## src/include/servo_param_bank_cfg.svh

```systemverilog
`ifndef SERVO_PARAM_BANK_CFG_SVH
`define SERVO_PARAM_BANK_CFG_SVH

// Parameter word indices; byte address is index times four
`define IDX_TRACK_GAIN 4'h0
`define IDX_TRACK_ITIME 4'h1
`define IDX_ISEP_LIMIT 4'h2
`define IDX_ISEP_ENABLE 4'h3
`define IDX_VIB_ALARM_TIME 4'h4
`define IDX_VIB_DETECT_FREQ 4'h5
`define IDX_VIB_LOWPASS 4'h6
`define IDX_VIB_HIGHPASS 4'h7
`define IDX_VIB_THRESHOLD 4'h8
`define IDX_VIB_SPEED_LEVEL 4'h9
`define IDX_STATION_ALIAS 4'hA
`define IDX_FIELDBUS_MODE 4'hB
`define IDX_SPLINE_TYPE 4'hC
`define NUM_PARAMS 13

// Bank control and status words
`define ADDR_CTRL 8'h40
`define ADDR_STATUS 8'h44
`define ADDR_MASK 8'h48
`define ADDR_ALIAS_ACTIVE 8'h4C
`define CTRL_SAVE_ALIAS_BIT 0
`define ST_REJECT_BIT 0
`define ST_VIB_ALARM_BIT 1
`define ST_ALIAS_SAVED_BIT 2
`define ST_WIDTH 3

// Reset values (integral time in tenths of a millisecond)
`define RST_TRACK_GAIN 16'h0028
`define RST_TRACK_ITIME 16'h00C8
`define RST_ISEP_LIMIT 16'h0000
`define RST_ISEP_ENABLE 16'h0000
`define RST_VIB_ALARM_TIME 16'h0006
`define RST_VIB_DETECT_FREQ 16'h0050
`define RST_VIB_LOWPASS 16'h0032
`define RST_VIB_HIGHPASS 16'h0064
`define RST_VIB_THRESHOLD 16'h001E
`define RST_VIB_SPEED_LEVEL 16'h0064
`define RST_STATION_ALIAS 16'h0000
`define RST_FIELDBUS_MODE 16'h0001
`define RST_SPLINE_TYPE 16'h0002
`define RST_MASK 3'h0

// Accepted ranges
`define MIN_TRACK_GAIN 16'sh0001
`define MAX_TRACK_GAIN 16'sh0BB8
`define MIN_TRACK_ITIME 16'sh000A
`define MAX_TRACK_ITIME 16'sh2710
`define MAX_PCT 16'sh0064
`define MAX_FLAG 16'sh0001
`define MAX_FREQ 16'sh07D0
`define MIN_HIGHPASS 16'sh000A
`define MAX_SPEED_LEVEL 16'sh00C8
`define MAX_STATION_ALIAS 16'sh0080
`define MAX_SPLINE_TYPE 16'sh0003
`define VIB_ALARM_OFF 16'h0064

// Alarm time: three counts per second
`define CLK_PERIOD_NS 8
`define VIB_UNIT_NS 1000000000
`define VIB_COUNTS_PER_UNIT 3
`define VIB_TICK_CYCLES ((`VIB_UNIT_NS / `CLK_PERIOD_NS) / `VIB_COUNTS_PER_UNIT)

`define RESP_OKAY 2'h0
`define RESP_SLVERR 2'h2
`define RESP_DECERR 2'h3

`endif

```

## src/include/servo_param_bank_pkg.sv

```systemverilog
package servo_param_bank_pkg;
  typedef logic [15:0] param_word_t;
  typedef logic [1:0] axi_resp_t;
  typedef enum logic [1:0] {
    SPLINE_ACCEL_CONT,
    SPLINE_VEL_CONT,
    SPLINE_LINEAR,
    SPLINE_SPARE
  } spline_t;
endpackage

```

## src/hw/servo_param_bank.sv

```systemverilog
// Functional notes
// - Speed-loop gain writable, 1 to 3000 Hz, reset value 40.
// - Integral time writable, 1.0 to 1000.0 ms in tenths, reset 20.0.
// - Integral limit percentage reaches speed loop only while separation enabled.
// - Integral separation enable holds only 0 or 1, reset disabled.
// - Alarm time 0 to 100, three counts per second, 100 disables alarm.
// - Vibration low-pass corner writable, 1 to 2000 Hz, reset 50.
// - Vibration high-pass corner writable, 10 to 2000 Hz, reset 100.
// - New station alias acts only after save to memory and power cycle.
// - Stored alias ignored while master assigns addresses by position.
// - Mode selector: 0 standalone test mode, 1 fieldbus mode, reset 1.
// - Spline type 0 joins segments with continuous acceleration.
// - Spline type 1 joins segments with continuous velocity.
// - Spline type 2 default, linear even division; selector accepts 0 to 3.
//
// Local design decisions: register access over AXI4-Lite and the register offsets.
`timescale 1ns/1ns
`include "servo_param_bank_cfg.svh"

module servo_param_bank #(
  parameter int VIB_TICK_CYCLES = `VIB_TICK_CYCLES
) (
  input wire logic I_CORE_CLK,
  input wire logic I_RST_N,
  input wire logic [7:0] I_AWADDR,
  input wire logic I_AWVALID,
  output logic O_AWREADY,
  input wire logic [31:0] I_WDATA,
  input wire logic [3:0] I_WSTRB,
  input wire logic I_WVALID,
  output logic O_WREADY,
  output servo_param_bank_pkg::axi_resp_t O_BRESP,
  output logic O_BVALID,
  input wire logic I_BREADY,
  input wire logic [7:0] I_ARADDR,
  input wire logic I_ARVALID,
  output logic O_ARREADY,
  output logic [31:0] O_RDATA,
  output servo_param_bank_pkg::axi_resp_t O_RRESP,
  output logic O_RVALID,
  input wire logic I_RREADY,
  input wire logic I_VIB_DETECTED,
  input wire logic I_POSITION_ADDRESSING,
  input wire logic [7:0] I_NV_ALIAS,
  output logic O_NV_SAVE,
  output logic [7:0] O_NV_ALIAS,
  output logic [7:0] O_STATION_ADDR,
  output logic O_ALIAS_ADDR_VALID,
  output servo_param_bank_pkg::param_word_t O_TRACK_GAIN,
  output servo_param_bank_pkg::param_word_t O_TRACK_ITIME,
  output servo_param_bank_pkg::param_word_t O_ISEP_LIMIT_EFF,
  output servo_param_bank_pkg::param_word_t O_VIB_DETECT_FREQ,
  output servo_param_bank_pkg::param_word_t O_VIB_LOWPASS,
  output servo_param_bank_pkg::param_word_t O_VIB_HIGHPASS,
  output servo_param_bank_pkg::param_word_t O_VIB_THRESHOLD,
  output servo_param_bank_pkg::param_word_t O_VIB_SPEED_LEVEL,
  output logic O_VIB_ALARM,
  output logic O_FIELDBUS_MODE,
  output logic O_SPLINE_ACCEL_CONT,
  output logic O_SPLINE_VEL_CONT,
  output logic O_SPLINE_LINEAR,
  output logic O_IRQ
);
  import servo_param_bank_pkg::*;

  function automatic param_word_t reset_val(input logic [3:0] idx);
    case (idx)
      `IDX_TRACK_GAIN: reset_val = `RST_TRACK_GAIN;
      `IDX_TRACK_ITIME: reset_val = `RST_TRACK_ITIME;
      `IDX_ISEP_LIMIT: reset_val = `RST_ISEP_LIMIT;
      `IDX_ISEP_ENABLE: reset_val = `RST_ISEP_ENABLE;
      `IDX_VIB_ALARM_TIME: reset_val = `RST_VIB_ALARM_TIME;
      `IDX_VIB_DETECT_FREQ: reset_val = `RST_VIB_DETECT_FREQ;
      `IDX_VIB_LOWPASS: reset_val = `RST_VIB_LOWPASS;
      `IDX_VIB_HIGHPASS: reset_val = `RST_VIB_HIGHPASS;
      `IDX_VIB_THRESHOLD: reset_val = `RST_VIB_THRESHOLD;
      `IDX_VIB_SPEED_LEVEL: reset_val = `RST_VIB_SPEED_LEVEL;
      `IDX_STATION_ALIAS: reset_val = `RST_STATION_ALIAS;
      `IDX_FIELDBUS_MODE: reset_val = `RST_FIELDBUS_MODE;
      `IDX_SPLINE_TYPE: reset_val = `RST_SPLINE_TYPE;
      default: reset_val = 16'h0000;
    endcase
  endfunction

  // Range check on the merged word, values signed
  function automatic logic in_range(input logic [3:0] idx, input param_word_t val);
    logic signed [15:0] v;
    v = signed'(val);
    case (idx)
      `IDX_TRACK_GAIN: in_range = v >= `MIN_TRACK_GAIN && v <= `MAX_TRACK_GAIN;
      `IDX_TRACK_ITIME: in_range = v >= `MIN_TRACK_ITIME && v <= `MAX_TRACK_ITIME;
      `IDX_ISEP_LIMIT: in_range = v >= 16'sh0000 && v <= `MAX_PCT;
      `IDX_ISEP_ENABLE: in_range = v >= 16'sh0000 && v <= `MAX_FLAG;
      `IDX_VIB_ALARM_TIME: in_range = v >= 16'sh0000 && v <= `MAX_PCT;
      `IDX_VIB_DETECT_FREQ: in_range = v >= 16'sh0000 && v <= `MAX_FREQ;
      `IDX_VIB_LOWPASS: in_range = v >= 16'sh0001 && v <= `MAX_FREQ;
      `IDX_VIB_HIGHPASS: in_range = v >= `MIN_HIGHPASS && v <= `MAX_FREQ;
      `IDX_VIB_THRESHOLD: in_range = v >= 16'sh0000 && v <= `MAX_FREQ;
      `IDX_VIB_SPEED_LEVEL: in_range = v >= 16'sh0001 && v <= `MAX_SPEED_LEVEL;
      `IDX_STATION_ALIAS: in_range = v >= 16'sh0000 && v <= `MAX_STATION_ALIAS;
      `IDX_FIELDBUS_MODE: in_range = v >= 16'sh0000 && v <= `MAX_FLAG;
      `IDX_SPLINE_TYPE: in_range = v >= 16'sh0000 && v <= `MAX_SPLINE_TYPE;
      default: in_range = 1'b0;
    endcase
  endfunction

  function automatic logic is_param(input logic [7:0] addr);
    is_param = addr[7:2] < 6'(`NUM_PARAMS);
  endfunction

  param_word_t param_r [`NUM_PARAMS];
  logic [`ST_WIDTH-1:0] status_r;
  logic [`ST_WIDTH-1:0] mask_r;
  logic [`ST_WIDTH-1:0] status_set;
  logic [`ST_WIDTH-1:0] status_clr;
  logic [`ST_WIDTH-1:0] status_nxt;

  // AXI write path
  logic awready_r, wready_r, bvalid_r, aw_full_r, w_full_r;
  logic [7:0] aw_addr_r;
  logic [31:0] w_data_r;
  logic [3:0] w_strb_r;
  axi_resp_t bresp_r;
  logic arready_r, rvalid_r;
  logic [31:0] rdata_r;
  axi_resp_t rresp_r;

  wire aw_take = I_AWVALID && awready_r;
  wire w_take = I_WVALID && wready_r;
  wire ar_take = I_ARVALID && arready_r;
  wire do_write = aw_full_r && w_full_r && !bvalid_r;
  wire [3:0] wr_idx = aw_addr_r[5:2];
  wire wr_param = is_param(aw_addr_r);
  wire [15:0] wr_old = wr_param ? param_r[wr_idx] : 16'h0000;
  wire [15:0] wr_merged = {w_strb_r[1] ? w_data_r[15:8] : wr_old[15:8],
                           w_strb_r[0] ? w_data_r[7:0] : wr_old[7:0]};
  wire wr_ok = wr_param && in_range(wr_idx, wr_merged);
  wire wr_ctrl = aw_addr_r == `ADDR_CTRL;
  wire wr_mask = aw_addr_r == `ADDR_MASK;
  wire wr_ro = aw_addr_r == `ADDR_STATUS || aw_addr_r == `ADDR_ALIAS_ACTIVE;
  wire wr_mapped = wr_param || wr_ctrl || wr_mask || wr_ro;
  wire wr_reject = do_write && wr_param && !wr_ok;
  wire save_alias = do_write && wr_ctrl && w_strb_r[0] && w_data_r[`CTRL_SAVE_ALIAS_BIT];
  wire [1:0] wr_resp = !wr_mapped ? `RESP_DECERR : (wr_param && !wr_ok) ? `RESP_SLVERR :
                       `RESP_OKAY;

  always_ff @(posedge I_CORE_CLK or negedge I_RST_N) begin
    if (!I_RST_N) begin
      awready_r <= 1'b0;
      wready_r <= 1'b0;
      aw_full_r <= 1'b0;
      w_full_r <= 1'b0;
      aw_addr_r <= 8'h00;
      w_data_r <= 32'h0000_0000;
      w_strb_r <= 4'h0;
    end else begin
      awready_r <= I_AWVALID && !awready_r && !aw_full_r && !bvalid_r;
      wready_r <= I_WVALID && !wready_r && !w_full_r && !bvalid_r;
      if (aw_take) begin
        aw_full_r <= 1'b1;
        aw_addr_r <= {I_AWADDR[7:2], 2'b00};
      end else if (do_write) begin
        aw_full_r <= 1'b0;
      end
      if (w_take) begin
        w_full_r <= 1'b1;
        w_data_r <= I_WDATA;
        w_strb_r <= I_WSTRB;
      end else if (do_write) begin
        w_full_r <= 1'b0;
      end
    end
  end

  always_ff @(posedge I_CORE_CLK or negedge I_RST_N) begin
    if (!I_RST_N) begin
      bvalid_r <= 1'b0;
      bresp_r <= `RESP_OKAY;
    end else if (do_write) begin
      bvalid_r <= 1'b1;
      bresp_r <= wr_resp;
    end else if (bvalid_r && I_BREADY) begin
      bvalid_r <= 1'b0;
    end
  end

  // Parameter store; rejected writes leave the old value
  always_ff @(posedge I_CORE_CLK or negedge I_RST_N) begin
    if (!I_RST_N) begin
      for (int i = 0; i < `NUM_PARAMS; i++) begin
        param_r[i] <= reset_val(4'(i));
      end
    end else if (do_write && wr_ok) begin
      param_r[wr_idx] <= wr_merged;
    end
  end

  always_ff @(posedge I_CORE_CLK or negedge I_RST_N) begin
    if (!I_RST_N) begin
      mask_r <= `RST_MASK;
    end else if (do_write && wr_mask && w_strb_r[0]) begin
      mask_r <= w_data_r[`ST_WIDTH-1:0];
    end
  end

  // AXI read path; status clears on its read
  wire [3:0] rd_idx = I_ARADDR[5:2];
  wire [7:0] rd_addr = {I_ARADDR[7:2], 2'b00};
  wire rd_param = is_param(rd_addr);
  wire rd_status = rd_addr == `ADDR_STATUS;
  wire rd_mask = rd_addr == `ADDR_MASK;
  wire rd_alias = rd_addr == `ADDR_ALIAS_ACTIVE;
  wire rd_ctrl = rd_addr == `ADDR_CTRL;
  wire rd_mapped = rd_param || rd_status || rd_mask || rd_alias || rd_ctrl;
  logic [7:0] alias_active_r;
  wire [31:0] rd_word = rd_param ? {16'h0000, param_r[rd_idx]} :
                        rd_status ? {29'h0, status_r} :
                        rd_mask ? {29'h0, mask_r} :
                        rd_alias ? {24'h000000, alias_active_r} : 32'h0000_0000;

  always_ff @(posedge I_CORE_CLK or negedge I_RST_N) begin
    if (!I_RST_N) begin
      arready_r <= 1'b0;
      rvalid_r <= 1'b0;
      rdata_r <= 32'h0000_0000;
      rresp_r <= `RESP_OKAY;
    end else begin
      arready_r <= I_ARVALID && !arready_r && !rvalid_r;
      if (ar_take) begin
        rvalid_r <= 1'b1;
        rdata_r <= rd_word;
        rresp_r <= rd_mapped ? `RESP_OKAY : `RESP_DECERR;
      end else if (rvalid_r && I_RREADY) begin
        rvalid_r <= 1'b0;
      end
    end
  end

  // Pin synchronisers; a change counts when stages two and three agree
  logic [2:0] vib_sync_r, pos_sync_r;
  logic vib_level_r, pos_level_r;

  always_ff @(posedge I_CORE_CLK or negedge I_RST_N) begin
    if (!I_RST_N) begin
      vib_sync_r <= 3'h0;
      pos_sync_r <= 3'h0;
      vib_level_r <= 1'b0;
      pos_level_r <= 1'b0;
    end else begin
      vib_sync_r <= {vib_sync_r[1:0], I_VIB_DETECTED};
      pos_sync_r <= {pos_sync_r[1:0], I_POSITION_ADDRESSING};
      if (vib_sync_r[1] == vib_sync_r[2]) begin
        vib_level_r <= vib_sync_r[2];
      end
      if (pos_sync_r[1] == pos_sync_r[2]) begin
        pos_level_r <= pos_sync_r[2];
      end
    end
  end

  // Vibration persistence: one count per third of a second
  param_word_t alarm_time;
  assign alarm_time = param_r[`IDX_VIB_ALARM_TIME];
  wire alarm_off = alarm_time == `VIB_ALARM_OFF;
  logic [31:0] tick_cnt_r;
  logic [15:0] persist_r;
  logic vib_alarm_r;
  wire tick = tick_cnt_r == 32'(VIB_TICK_CYCLES - 1);
  wire vib_active = vib_level_r && !alarm_off;
  wire alarm_hit = vib_active && persist_r >= alarm_time;

  always_ff @(posedge I_CORE_CLK or negedge I_RST_N) begin
    if (!I_RST_N) begin
      tick_cnt_r <= 32'h0000_0000;
      persist_r <= 16'h0000;
      vib_alarm_r <= 1'b0;
    end else begin
      if (!vib_active || tick) begin
        tick_cnt_r <= 32'h0000_0000;
      end else begin
        tick_cnt_r <= tick_cnt_r + 32'h0000_0001;
      end
      if (!vib_active) begin
        persist_r <= 16'h0000;
      end else if (tick && !alarm_hit) begin
        persist_r <= persist_r + 16'h0001;
      end
      vib_alarm_r <= alarm_hit;
    end
  end

  // Alias: saved on command, adopted from memory after reset release
  logic alias_load_r, nv_save_r;
  logic [7:0] nv_alias_r;

  always_ff @(posedge I_CORE_CLK or negedge I_RST_N) begin
    if (!I_RST_N) begin
      alias_load_r <= 1'b1;
      alias_active_r <= 8'h00;
      nv_save_r <= 1'b0;
      nv_alias_r <= 8'h00;
    end else begin
      alias_load_r <= 1'b0;
      if (alias_load_r) begin
        alias_active_r <= I_NV_ALIAS;
      end
      nv_save_r <= save_alias;
      if (save_alias) begin
        nv_alias_r <= param_r[`IDX_STATION_ALIAS][7:0];
      end
    end
  end

  // Sticky status; a set in the clearing cycle wins
  logic vib_alarm_d_r;
  always_ff @(posedge I_CORE_CLK or negedge I_RST_N) begin
    if (!I_RST_N) begin
      vib_alarm_d_r <= 1'b0;
    end else begin
      vib_alarm_d_r <= vib_alarm_r;
    end
  end

  assign status_set = {save_alias, vib_alarm_r && !vib_alarm_d_r, wr_reject};
  assign status_clr = (ar_take && rd_status) ? {`ST_WIDTH{1'b1}} : {`ST_WIDTH{1'b0}};
  assign status_nxt = (status_r & ~status_clr) | status_set;

  always_ff @(posedge I_CORE_CLK or negedge I_RST_N) begin
    if (!I_RST_N) begin
      status_r <= {`ST_WIDTH{1'b0}};
    end else begin
      status_r <= status_nxt;
    end
  end

  // Registered drive outputs
  logic irq_r, fb_mode_r, sp_acc_r, sp_vel_r, sp_lin_r, alias_valid_r;
  param_word_t isep_eff_r;
  logic [7:0] station_addr_r;
  spline_t spline_sel;
  assign spline_sel = spline_t'(param_r[`IDX_SPLINE_TYPE][1:0]);
  wire isep_on = param_r[`IDX_ISEP_ENABLE] == 16'h0001;

  always_ff @(posedge I_CORE_CLK or negedge I_RST_N) begin
    if (!I_RST_N) begin
      irq_r <= 1'b0;
      isep_eff_r <= 16'h0000;
      fb_mode_r <= 1'b1;
      sp_acc_r <= 1'b0;
      sp_vel_r <= 1'b0;
      sp_lin_r <= 1'b1;
      station_addr_r <= 8'h00;
      alias_valid_r <= 1'b0;
    end else begin
      irq_r <= |(status_nxt & mask_r);
      isep_eff_r <= isep_on ? param_r[`IDX_ISEP_LIMIT] : 16'h0000;
      fb_mode_r <= param_r[`IDX_FIELDBUS_MODE][0];
      sp_acc_r <= spline_sel == SPLINE_ACCEL_CONT;
      sp_vel_r <= spline_sel == SPLINE_VEL_CONT;
      sp_lin_r <= spline_sel == SPLINE_LINEAR;
      station_addr_r <= pos_level_r ? 8'h00 : alias_active_r;
      alias_valid_r <= !pos_level_r && alias_active_r != 8'h00;
    end
  end

  assign O_AWREADY = awready_r;
  assign O_WREADY = wready_r;
  assign O_BVALID = bvalid_r;
  assign O_BRESP = bresp_r;
  assign O_ARREADY = arready_r;
  assign O_RVALID = rvalid_r;
  assign O_RDATA = rdata_r;
  assign O_RRESP = rresp_r;
  assign O_NV_SAVE = nv_save_r;
  assign O_NV_ALIAS = nv_alias_r;
  assign O_STATION_ADDR = station_addr_r;
  assign O_ALIAS_ADDR_VALID = alias_valid_r;
  assign O_TRACK_GAIN = param_r[`IDX_TRACK_GAIN];
  assign O_TRACK_ITIME = param_r[`IDX_TRACK_ITIME];
  assign O_ISEP_LIMIT_EFF = isep_eff_r;
  assign O_VIB_DETECT_FREQ = param_r[`IDX_VIB_DETECT_FREQ];
  assign O_VIB_LOWPASS = param_r[`IDX_VIB_LOWPASS];
  assign O_VIB_HIGHPASS = param_r[`IDX_VIB_HIGHPASS];
  assign O_VIB_THRESHOLD = param_r[`IDX_VIB_THRESHOLD];
  assign O_VIB_SPEED_LEVEL = param_r[`IDX_VIB_SPEED_LEVEL];
  assign O_VIB_ALARM = vib_alarm_r;
  assign O_FIELDBUS_MODE = fb_mode_r;
  assign O_SPLINE_ACCEL_CONT = sp_acc_r;
  assign O_SPLINE_VEL_CONT = sp_vel_r;
  assign O_SPLINE_LINEAR = sp_lin_r;
  assign O_IRQ = irq_r;
endmodule

```

## config.mk

```make
export PLATFORM = sky130hd
export DESIGN_NAME = servo_param_bank
export DESIGN_NICKNAME = d
export VERILOG_FILES = /design/src/include/servo_param_bank_pkg.sv /design/src/hw/servo_param_bank.sv
export VERILOG_INCLUDE_DIRS = /design/src /design/src/include
export SDC_FILE = /design/constraint.sdc
export NUM_CORES = 1
export LEC_CHECK = 0
export CAP_MARGIN = 20
export CORE_AREA = 2 2 212 214
export CTS_CLUSTER_DIAMETER = 40
export DETAILED_ROUTE_END_ITERATION = 12
export DIE_AREA = 0 0 214 216
export DONT_BUFFER_PORTS = 1
export GPL_ROUTABILITY_DRIVEN = 0
export GPL_TIMING_DRIVEN = 0
export PLACE_DENSITY_LB_ADDON = 0.25
export SLEW_MARGIN = 20
export SYNTH_ARGS = -nofsm -noshare
export SYNTH_HDL_FRONTEND = slang
export SYNTH_SLANG_ARGS = --single-unit
```

## constraint.sdc

```tcl
create_clock -name I_CORE_CLK -period 13 [get_ports I_CORE_CLK]
set_clock_uncertainty 0.05 [all_clocks]
set_input_delay 1.3 -clock I_CORE_CLK [delete_from_list [all_inputs] [get_ports I_CORE_CLK]]
set_output_delay 1.3 -clock I_CORE_CLK [all_outputs]
set_load 0.005 [all_outputs]
```

# Yosys cells after proc, flatten, opt, wreduce, memory -nomap -nowiden
# Cells that the tools add are included.
[classes]
add_sub_neg = 2
n_mul = 0
n_div = 0
magnitude_cmp = 17
n_eq_ne = 28
shift = 0
n_mux = 33
bitwise_logic = 6
n_reduce_logical = 75
[ops]
columns = ["operator", "n"]
rows = [
  ["208-bit bitwise mux", 1],
  ["16-bit two-way mux", 10],
  ["16-bit binary-select mux with 4-bit select", 2],
  ["16-bit demux with 4-bit select", 1],
  ["6-bit by 5-bit == test with 1-bit output (second input constant)", 8],
  ["8-bit two-way mux", 6],
  ["1-bit logical AND", 42],
  ["32-bit by 1-bit adder with 32-bit output (second input constant)", 1],
  ["32-bit by 26-bit == test with 1-bit output (second input constant)", 1],
  ["16-bit by 9-bit <= comparator with 1-bit output (second input constant)", 2],
  ["32-bit two-way mux", 1],
  ["4-bit == test (second input constant)", 5],
  ["16-bit by 1-bit adder with 16-bit output (second input constant)", 1],
  ["16-bit by 1-bit == test with 1-bit output (second input constant)", 1],
  ["16-bit by 7-bit == test with 1-bit output (second input constant)", 1],
  ["4-bit by 3-bit == test with 1-bit output (second input constant)", 4],
  ["16-bit by 1-bit greater-or-equal comparator with 1-bit output (second input constant)", 1],
  ["16-bit greater-or-equal comparator", 1],
  ["16-bit by 2-bit greater-or-equal comparator with 1-bit output (second input constant)", 1],
  ["16-bit by 5-bit greater-or-equal comparator with 1-bit output (second input constant)", 1],
  ["16-bit by 12-bit <= comparator with 1-bit output (second input constant)", 1],
  ["16-bit by 13-bit <= comparator with 1-bit output (second input constant)", 1],
  ["16-bit by 15-bit <= comparator with 1-bit output (second input constant)", 1],
  ["16-bit by 2-bit <= comparator with 1-bit output (second input constant)", 1],
  ["27 further kinds", 66],
]
[totals]
register_bits = 387
latch_bits = 0
ramBits = 0
mem_bits_ro = 0
input_bits = 69
output_inout_bits = 193
elab_cells = 209
n_memories = 0

# Logic depth before layout (Yosys ltp)
[logic_depth]
depth_word = 15
ltp_mapped = 19
depth_no_buf = 13

# Worst setup path after synthesis
# Ideal clock, no wire load.
[synth_path]
kind = "flip-flop to flip-flop"
from = "reg aw_addr_r[2]"
to = "reg param_r[166] (netlist bit)"
setup_ns = 0.128
arrival_time_ns = 4.110
required_ns = 12.822
path_slack_ns = 8.713
path_stages_with_launch = 16
path_buffers = 4
period_less_slack_ns = 4.287
path_cell_list = "dfrtp_1 -> buf_6 -> buf_6 -> mux4_2 -> a32oi_1 -> o21ai_1 -> a21o_1 -> or3_4 -> o41ai_1 -> a221oi_2 -> a2111oi_4 -> o31ai_2 -> buf_4 -> nor3_2 -> buf_4 -> mux2_1"
[synth_via]
elab_chain_cells = 11
word_cells_on_any_way = 54
cone_classes = "order compare: 14; eq/ne: 12; mux: 10; bitwise: 1; reduce/logical: 17"
[synth_lines]
columns = ["item", "line", "source"]
rows = [
  ["from (decl)", "servo_param_bank.sv:120", "logic [7:0] aw_addr_r;"],
  ["from (signal assigned)", "servo_param_bank.sv:161", "aw_addr_r <= {I_AWADDR[7:2], 2'b00};"],
  ["4-bit NOT with 5-bit output (not written as such)", "servo_param_bank.sv:134, servo_param_bank.sv:194", ""],
  ["16-bit binary-select mux with 4-bit select", "servo_param_bank.sv:134", "wire [15:0] wr_old = wr_param ? param_r[wr_idx] : 16'h0000;"],
  ["16-bit two-way mux (not written as such) (2 in series)", "servo_param_bank.sv:134", ""],
  ["16-bit two-way mux", "servo_param_bank.sv:134", ""],
  ["8-bit two-way mux (on tied branches)", "servo_param_bank.sv:136, servo_param_bank.sv:135", ""],
  ["16-bit by 1-bit greater-or-equal comparator with 1-bit output, or another cell as far along", "-", ""],
  ["1-bit logical AND (no line)", "-", ""],
  ["1-bit case mux with 10 select lines", "servo_param_bank.sv:89", "case (idx)"],
  ["1-bit logical AND", "servo_param_bank.sv:137", "wire wr_ok = wr_param && in_range(wr_idx, wr_merged);"],
  ["1-bit logical AND", "servo_param_bank.sv:193", "end else if (do_write && wr_ok) begin"],
  ["to (signal, indexed assignment)", "servo_param_bank.sv:191", "param_r[i] <= reset_val(4'(i));"],
  ["to (signal, indexed assignment)", "servo_param_bank.sv:194", "param_r[wr_idx] <= wr_merged;"],
  ["to (decl)", "servo_param_bank.sv:111", "param_word_t param_r [`NUM_PARAMS];"],
]
# Parallel ways exist; a longest one is shown, timed or not. The select of a mux whose other input is x is not followed.
# A chain may end at the register's enable or synchronous reset.

# Final worst setup path
# Same ends and word-level chain as after synthesis.

==> flow_metrics.py <==
metrics = {
    "synthesis": {
        "syn_area_um2": 19500,
        "synthArstFlopShare_pct": 100,
        "synth_edf_count": 0,
        "avgSynthCellArea_um2": 11.7,
        "synth-seq-cells": 370,
        "synth-seq-area-share_pct": 47.7,
        "synthCells": 1671,
        "synth_warnings": 0,
        "ys.flop_type": "dfrtp_1",
        "synth_cell_types": 91,
    },
    "global_routing": {
        "grt_max_degree": 371,
        "busiest_layer": "met2",
        "grt_pass1_vias": 14400,
        "grt_usage_pct": 27.0,
        "grt_pass1_wl_mm": 93.2,
        "gr-usage-met3_pct": 6.89,
        "antenna_found_initial": 9,
        "grt-ovfl-total": 0,
        "grt_util_met2_pct": 40.6,
        "use_met1_pct": 36.2,
    },
    "critical_path": {
        "r2r_setup_slack_ns": 6.99,
        "rr_worst_depth": 14,
        "cp-end-kind": "register",
        "critPathArrivalTime_ns": 6.46,
        "cp_max_fo": 10,
        "cp.depth": 14,
        "cp_common_cell": "buf_4",
        "critPathLaunchType": "register",
        "cp_cell_sequence": "buf_6 -> nor4bb_2 -> buf_2 -> a211oi_1 -> a21oi_1 -> or4b_4 -> nor4b_4 -> a211o_1 -> nor4b_1 -> o31ai_2 -> buf_4 -> nor3_2 -> buf_4 -> mux2_1",
        "r2r-end": "param_r[166]$_DFFE_PN0P_",
        "critPathLaunch": "aw_addr_r[2]$_DFFE_PN0P_",
        "setup.worst_path.class": "register to register",
        "crit_end": "param_r[166]$_DFFE_PN0P_",
        "max_stage_delay_ns": 0.75,
        "cp_slowest_cell": "nor3_2",
        "critical-path-top-delay-family": "simple AND/OR/NAND/NOR gates",
        "cp.buffers_inverters": 4,
        "rr_startpoint": "aw_addr_r[2]$_DFFE_PN0P_",
        "cp.required_ns": 13.45,
    },
    "layout": {
        "final_area_um2": 22300,
        "largest_register_ffs": 80,
        "nets": 1836,
        "drive_gt1_share_pct": 28.1,
        "regArea_um2": 9290,
        "regMostFlops": "param_r",
        "n_fill_cell": 3944,
        "multiInputGateArea_um2": 8670,
        "biggestRegsByFlops": "param_r: 80 flops, tick_cnt_r: 32 flops",
        "syn2layout_area_growth_pct": 14.7,
    },
    "clocking": {
        "cts_root_buffer": "clkbuf_16",
        "h-tree-depth": 2,
        "cts_setup_buffers": 0,
        "cts_hold_buf": 0,
        "cts_tree": "yes",
        "clkSlewWorstSetupHoldPaths_ns": 0.06,
        "cts_buffers": 57,
        "cts_resized": 0,
        "worstSkewPairLatency_ns": 0.62,
        "clock-sinks": 370,
        "cts_buffer_depth": 3,
    },
    "drt": {
        "wirelength_mm": 62.6,
        "ant_nets": 0,
        "drtPass1Iterations": 6,
        "vias_per_cell": 5.97,
        "wl_per_cell_um": 26.2,
        "num_vias": 14300,
        "drc": 0,
        "dr.first_iter.drc_count": 1397,
    },
    "min_path": {
        "min_path_type": "register to register",
    },
    "run_status": {
        "status": "complete, no violations",
    },
    "pwr": {
        "powerDensity_nw_per_um2": 178,
        "p_leak_uw": 0.0102,
        "vdd_drop_max_mv": 0.100,
        "p_total_uw": 3970,
    },
    "floorplanning": {
        "core_area_um2": 43800,
        "num_rows": 77,
        "initial_utilization_pct": 44.5,
        "design.die.area_um2": 46200,
        "die_y_um": 216,
        "pin_count": 262,
        "die_w_um": 214,
    },
    "timing": {
        "finalSetupViolCount": 0,
        "fin_crit_sh_pct": 46.2,
        "fin_ws_ns": 6.99,
        "final-max-slew-violation-count": 0,
        "fin_crit_ns": 6.01,
        "hold_viol": 0,
        "max_slew_margin_pct": 34.5,
        "grt_setup_unrepaired": "false",
        "tightest_slew_ns": 0.977,
        "setup_tns_ns": 0,
        "fmaxAchievable_mhz": 166,
    },
    "place": {
        "portBuffers": 0,
        "post-place-ws_ns": 7.15,
        "post-dp-hpwl_mm": 45.9,
        "place_area_um2": 20300,
    },
    "flow_run": {
        "maxCapViolCount": 0,
    },
}
[through the flow]
stage	util, %	hold slack [ns]	std cells
after floorplan	-	0.281	1687
after global placement	46.3	0.287	2279
after detailed placement	46.3	0.287	2280
after CTS	50.9	0.299	2387
after global routing	51.0	0.306	2390
final	51.0	0.298	2391
[worst reg2reg max path, cell delays in order, from the launching register on]
cell and delay (ns):
dfrtp_1 0.48, buf_6 0.19, nor4bb_2 0.69, buf_2 0.43, a211oi_1 0.13, a21oi_1 0.74, or4b_4 0.35, nor4b_4 0.08
a211o_1 0.32, nor4b_1 0.50, o31ai_2 0.27, buf_4 0.25, nor3_2 0.75, buf_4 0.33, mux2_1 0.33
[worst min-delay path by stage]
stage | start | endpoint | cells past startpoint
after floorplan | pos_sync_r[0]$_DFF_PN0_ | pos_sync_r[1]$_DFF_PN0_ | 0
after global placement | vib_sync_r[0]$_DFF_PN0_ | vib_sync_r[1]$_DFF_PN0_ | 0
after detailed placement | vib_sync_r[0]$_DFF_PN0_ | vib_sync_r[1]$_DFF_PN0_ | 0
after CTS | I_RST_N | O_ISEP_LIMIT_EFF[14]$_DFF_PN0_ | 0
after global routing | I_RST_N | O_ISEP_LIMIT_EFF[9]$_DFF_PN0_ | 0
final | vib_sync_r[0]$_DFF_PN0_ | vib_sync_r[1]$_DFF_PN0_ | 0
[kinds of logic after synthesis]
family | count (synthesis) | share of synthesized area (%)
simple gates | 479 | 13.5
flops | 370 | 47.7
mux | 286 | 19.5
buf+inv | 260 | 8.25
compound gates | 226 | 8.54
xor+xnor | 28 | 1.26
fa+ha+maj | 21 | 1.32
other cells | 1 | 0.0192
[power breakdown]
group | internal, uW | switching (uW) | total (uW) | leakage, uW
Combinational | 370 | 618 | 988 | 0.00435
Clock | 992 | 611 | 1600 | 0.000980
Sequential | 1250 | 128 | 1380 | 0.00492
[layout by cell type, fill, tap and decap left out, types with 36 or more instances in the layout]
master	count
mux2_2	122
clkbuf_16	57
mux4_2	57
a21oi_1	37
dfrtp_1	343
clkbuf_1	56
and2_1	83
o21ai_0	36
buf_4	134
nand2_1	108
mux2i_1	87
nor2_1	69
nor2b_1	61
[metal layers]
metal	part of all wire, %	up-vias
li1	-	6066
met1	42	7276
met2	44	739
met3	9.1	184
met4	5.0	10
met5	0.099	-
[synth_stat cells (36+ instances only)]
library cell  instances  area share (%)
dfrtp_1             343              44
o21ai_0              36            0.92
clkbuf_1             49            0.94
and2_1               83             2.7
nor2_1               69             1.3
buf_4               134             5.2
mux4_2               57             6.6
mux2i_1              87             4.5
nor2b_1              61             2.0
nand2_1             108             2.1
mux2_2              122             7.0
a21oi_1              37            0.95
[final cells by class]
class | count | area share, %
Buffer | 227 | 6.64
Tap cell | 592 | 3.31
Antenna cell | 3 | 0.0336
Sequential cell | 370 | 41.6
Multi-Input combinational cell | 1057 | 38.8
Timing Repair Buffer | 2 | 0.0952
Clock inverter | 38 | 2.19
Inverter | 33 | 0.554
Clock buffer | 69 | 6.81
No activity file was read; power rests on OpenSTA's default activity.
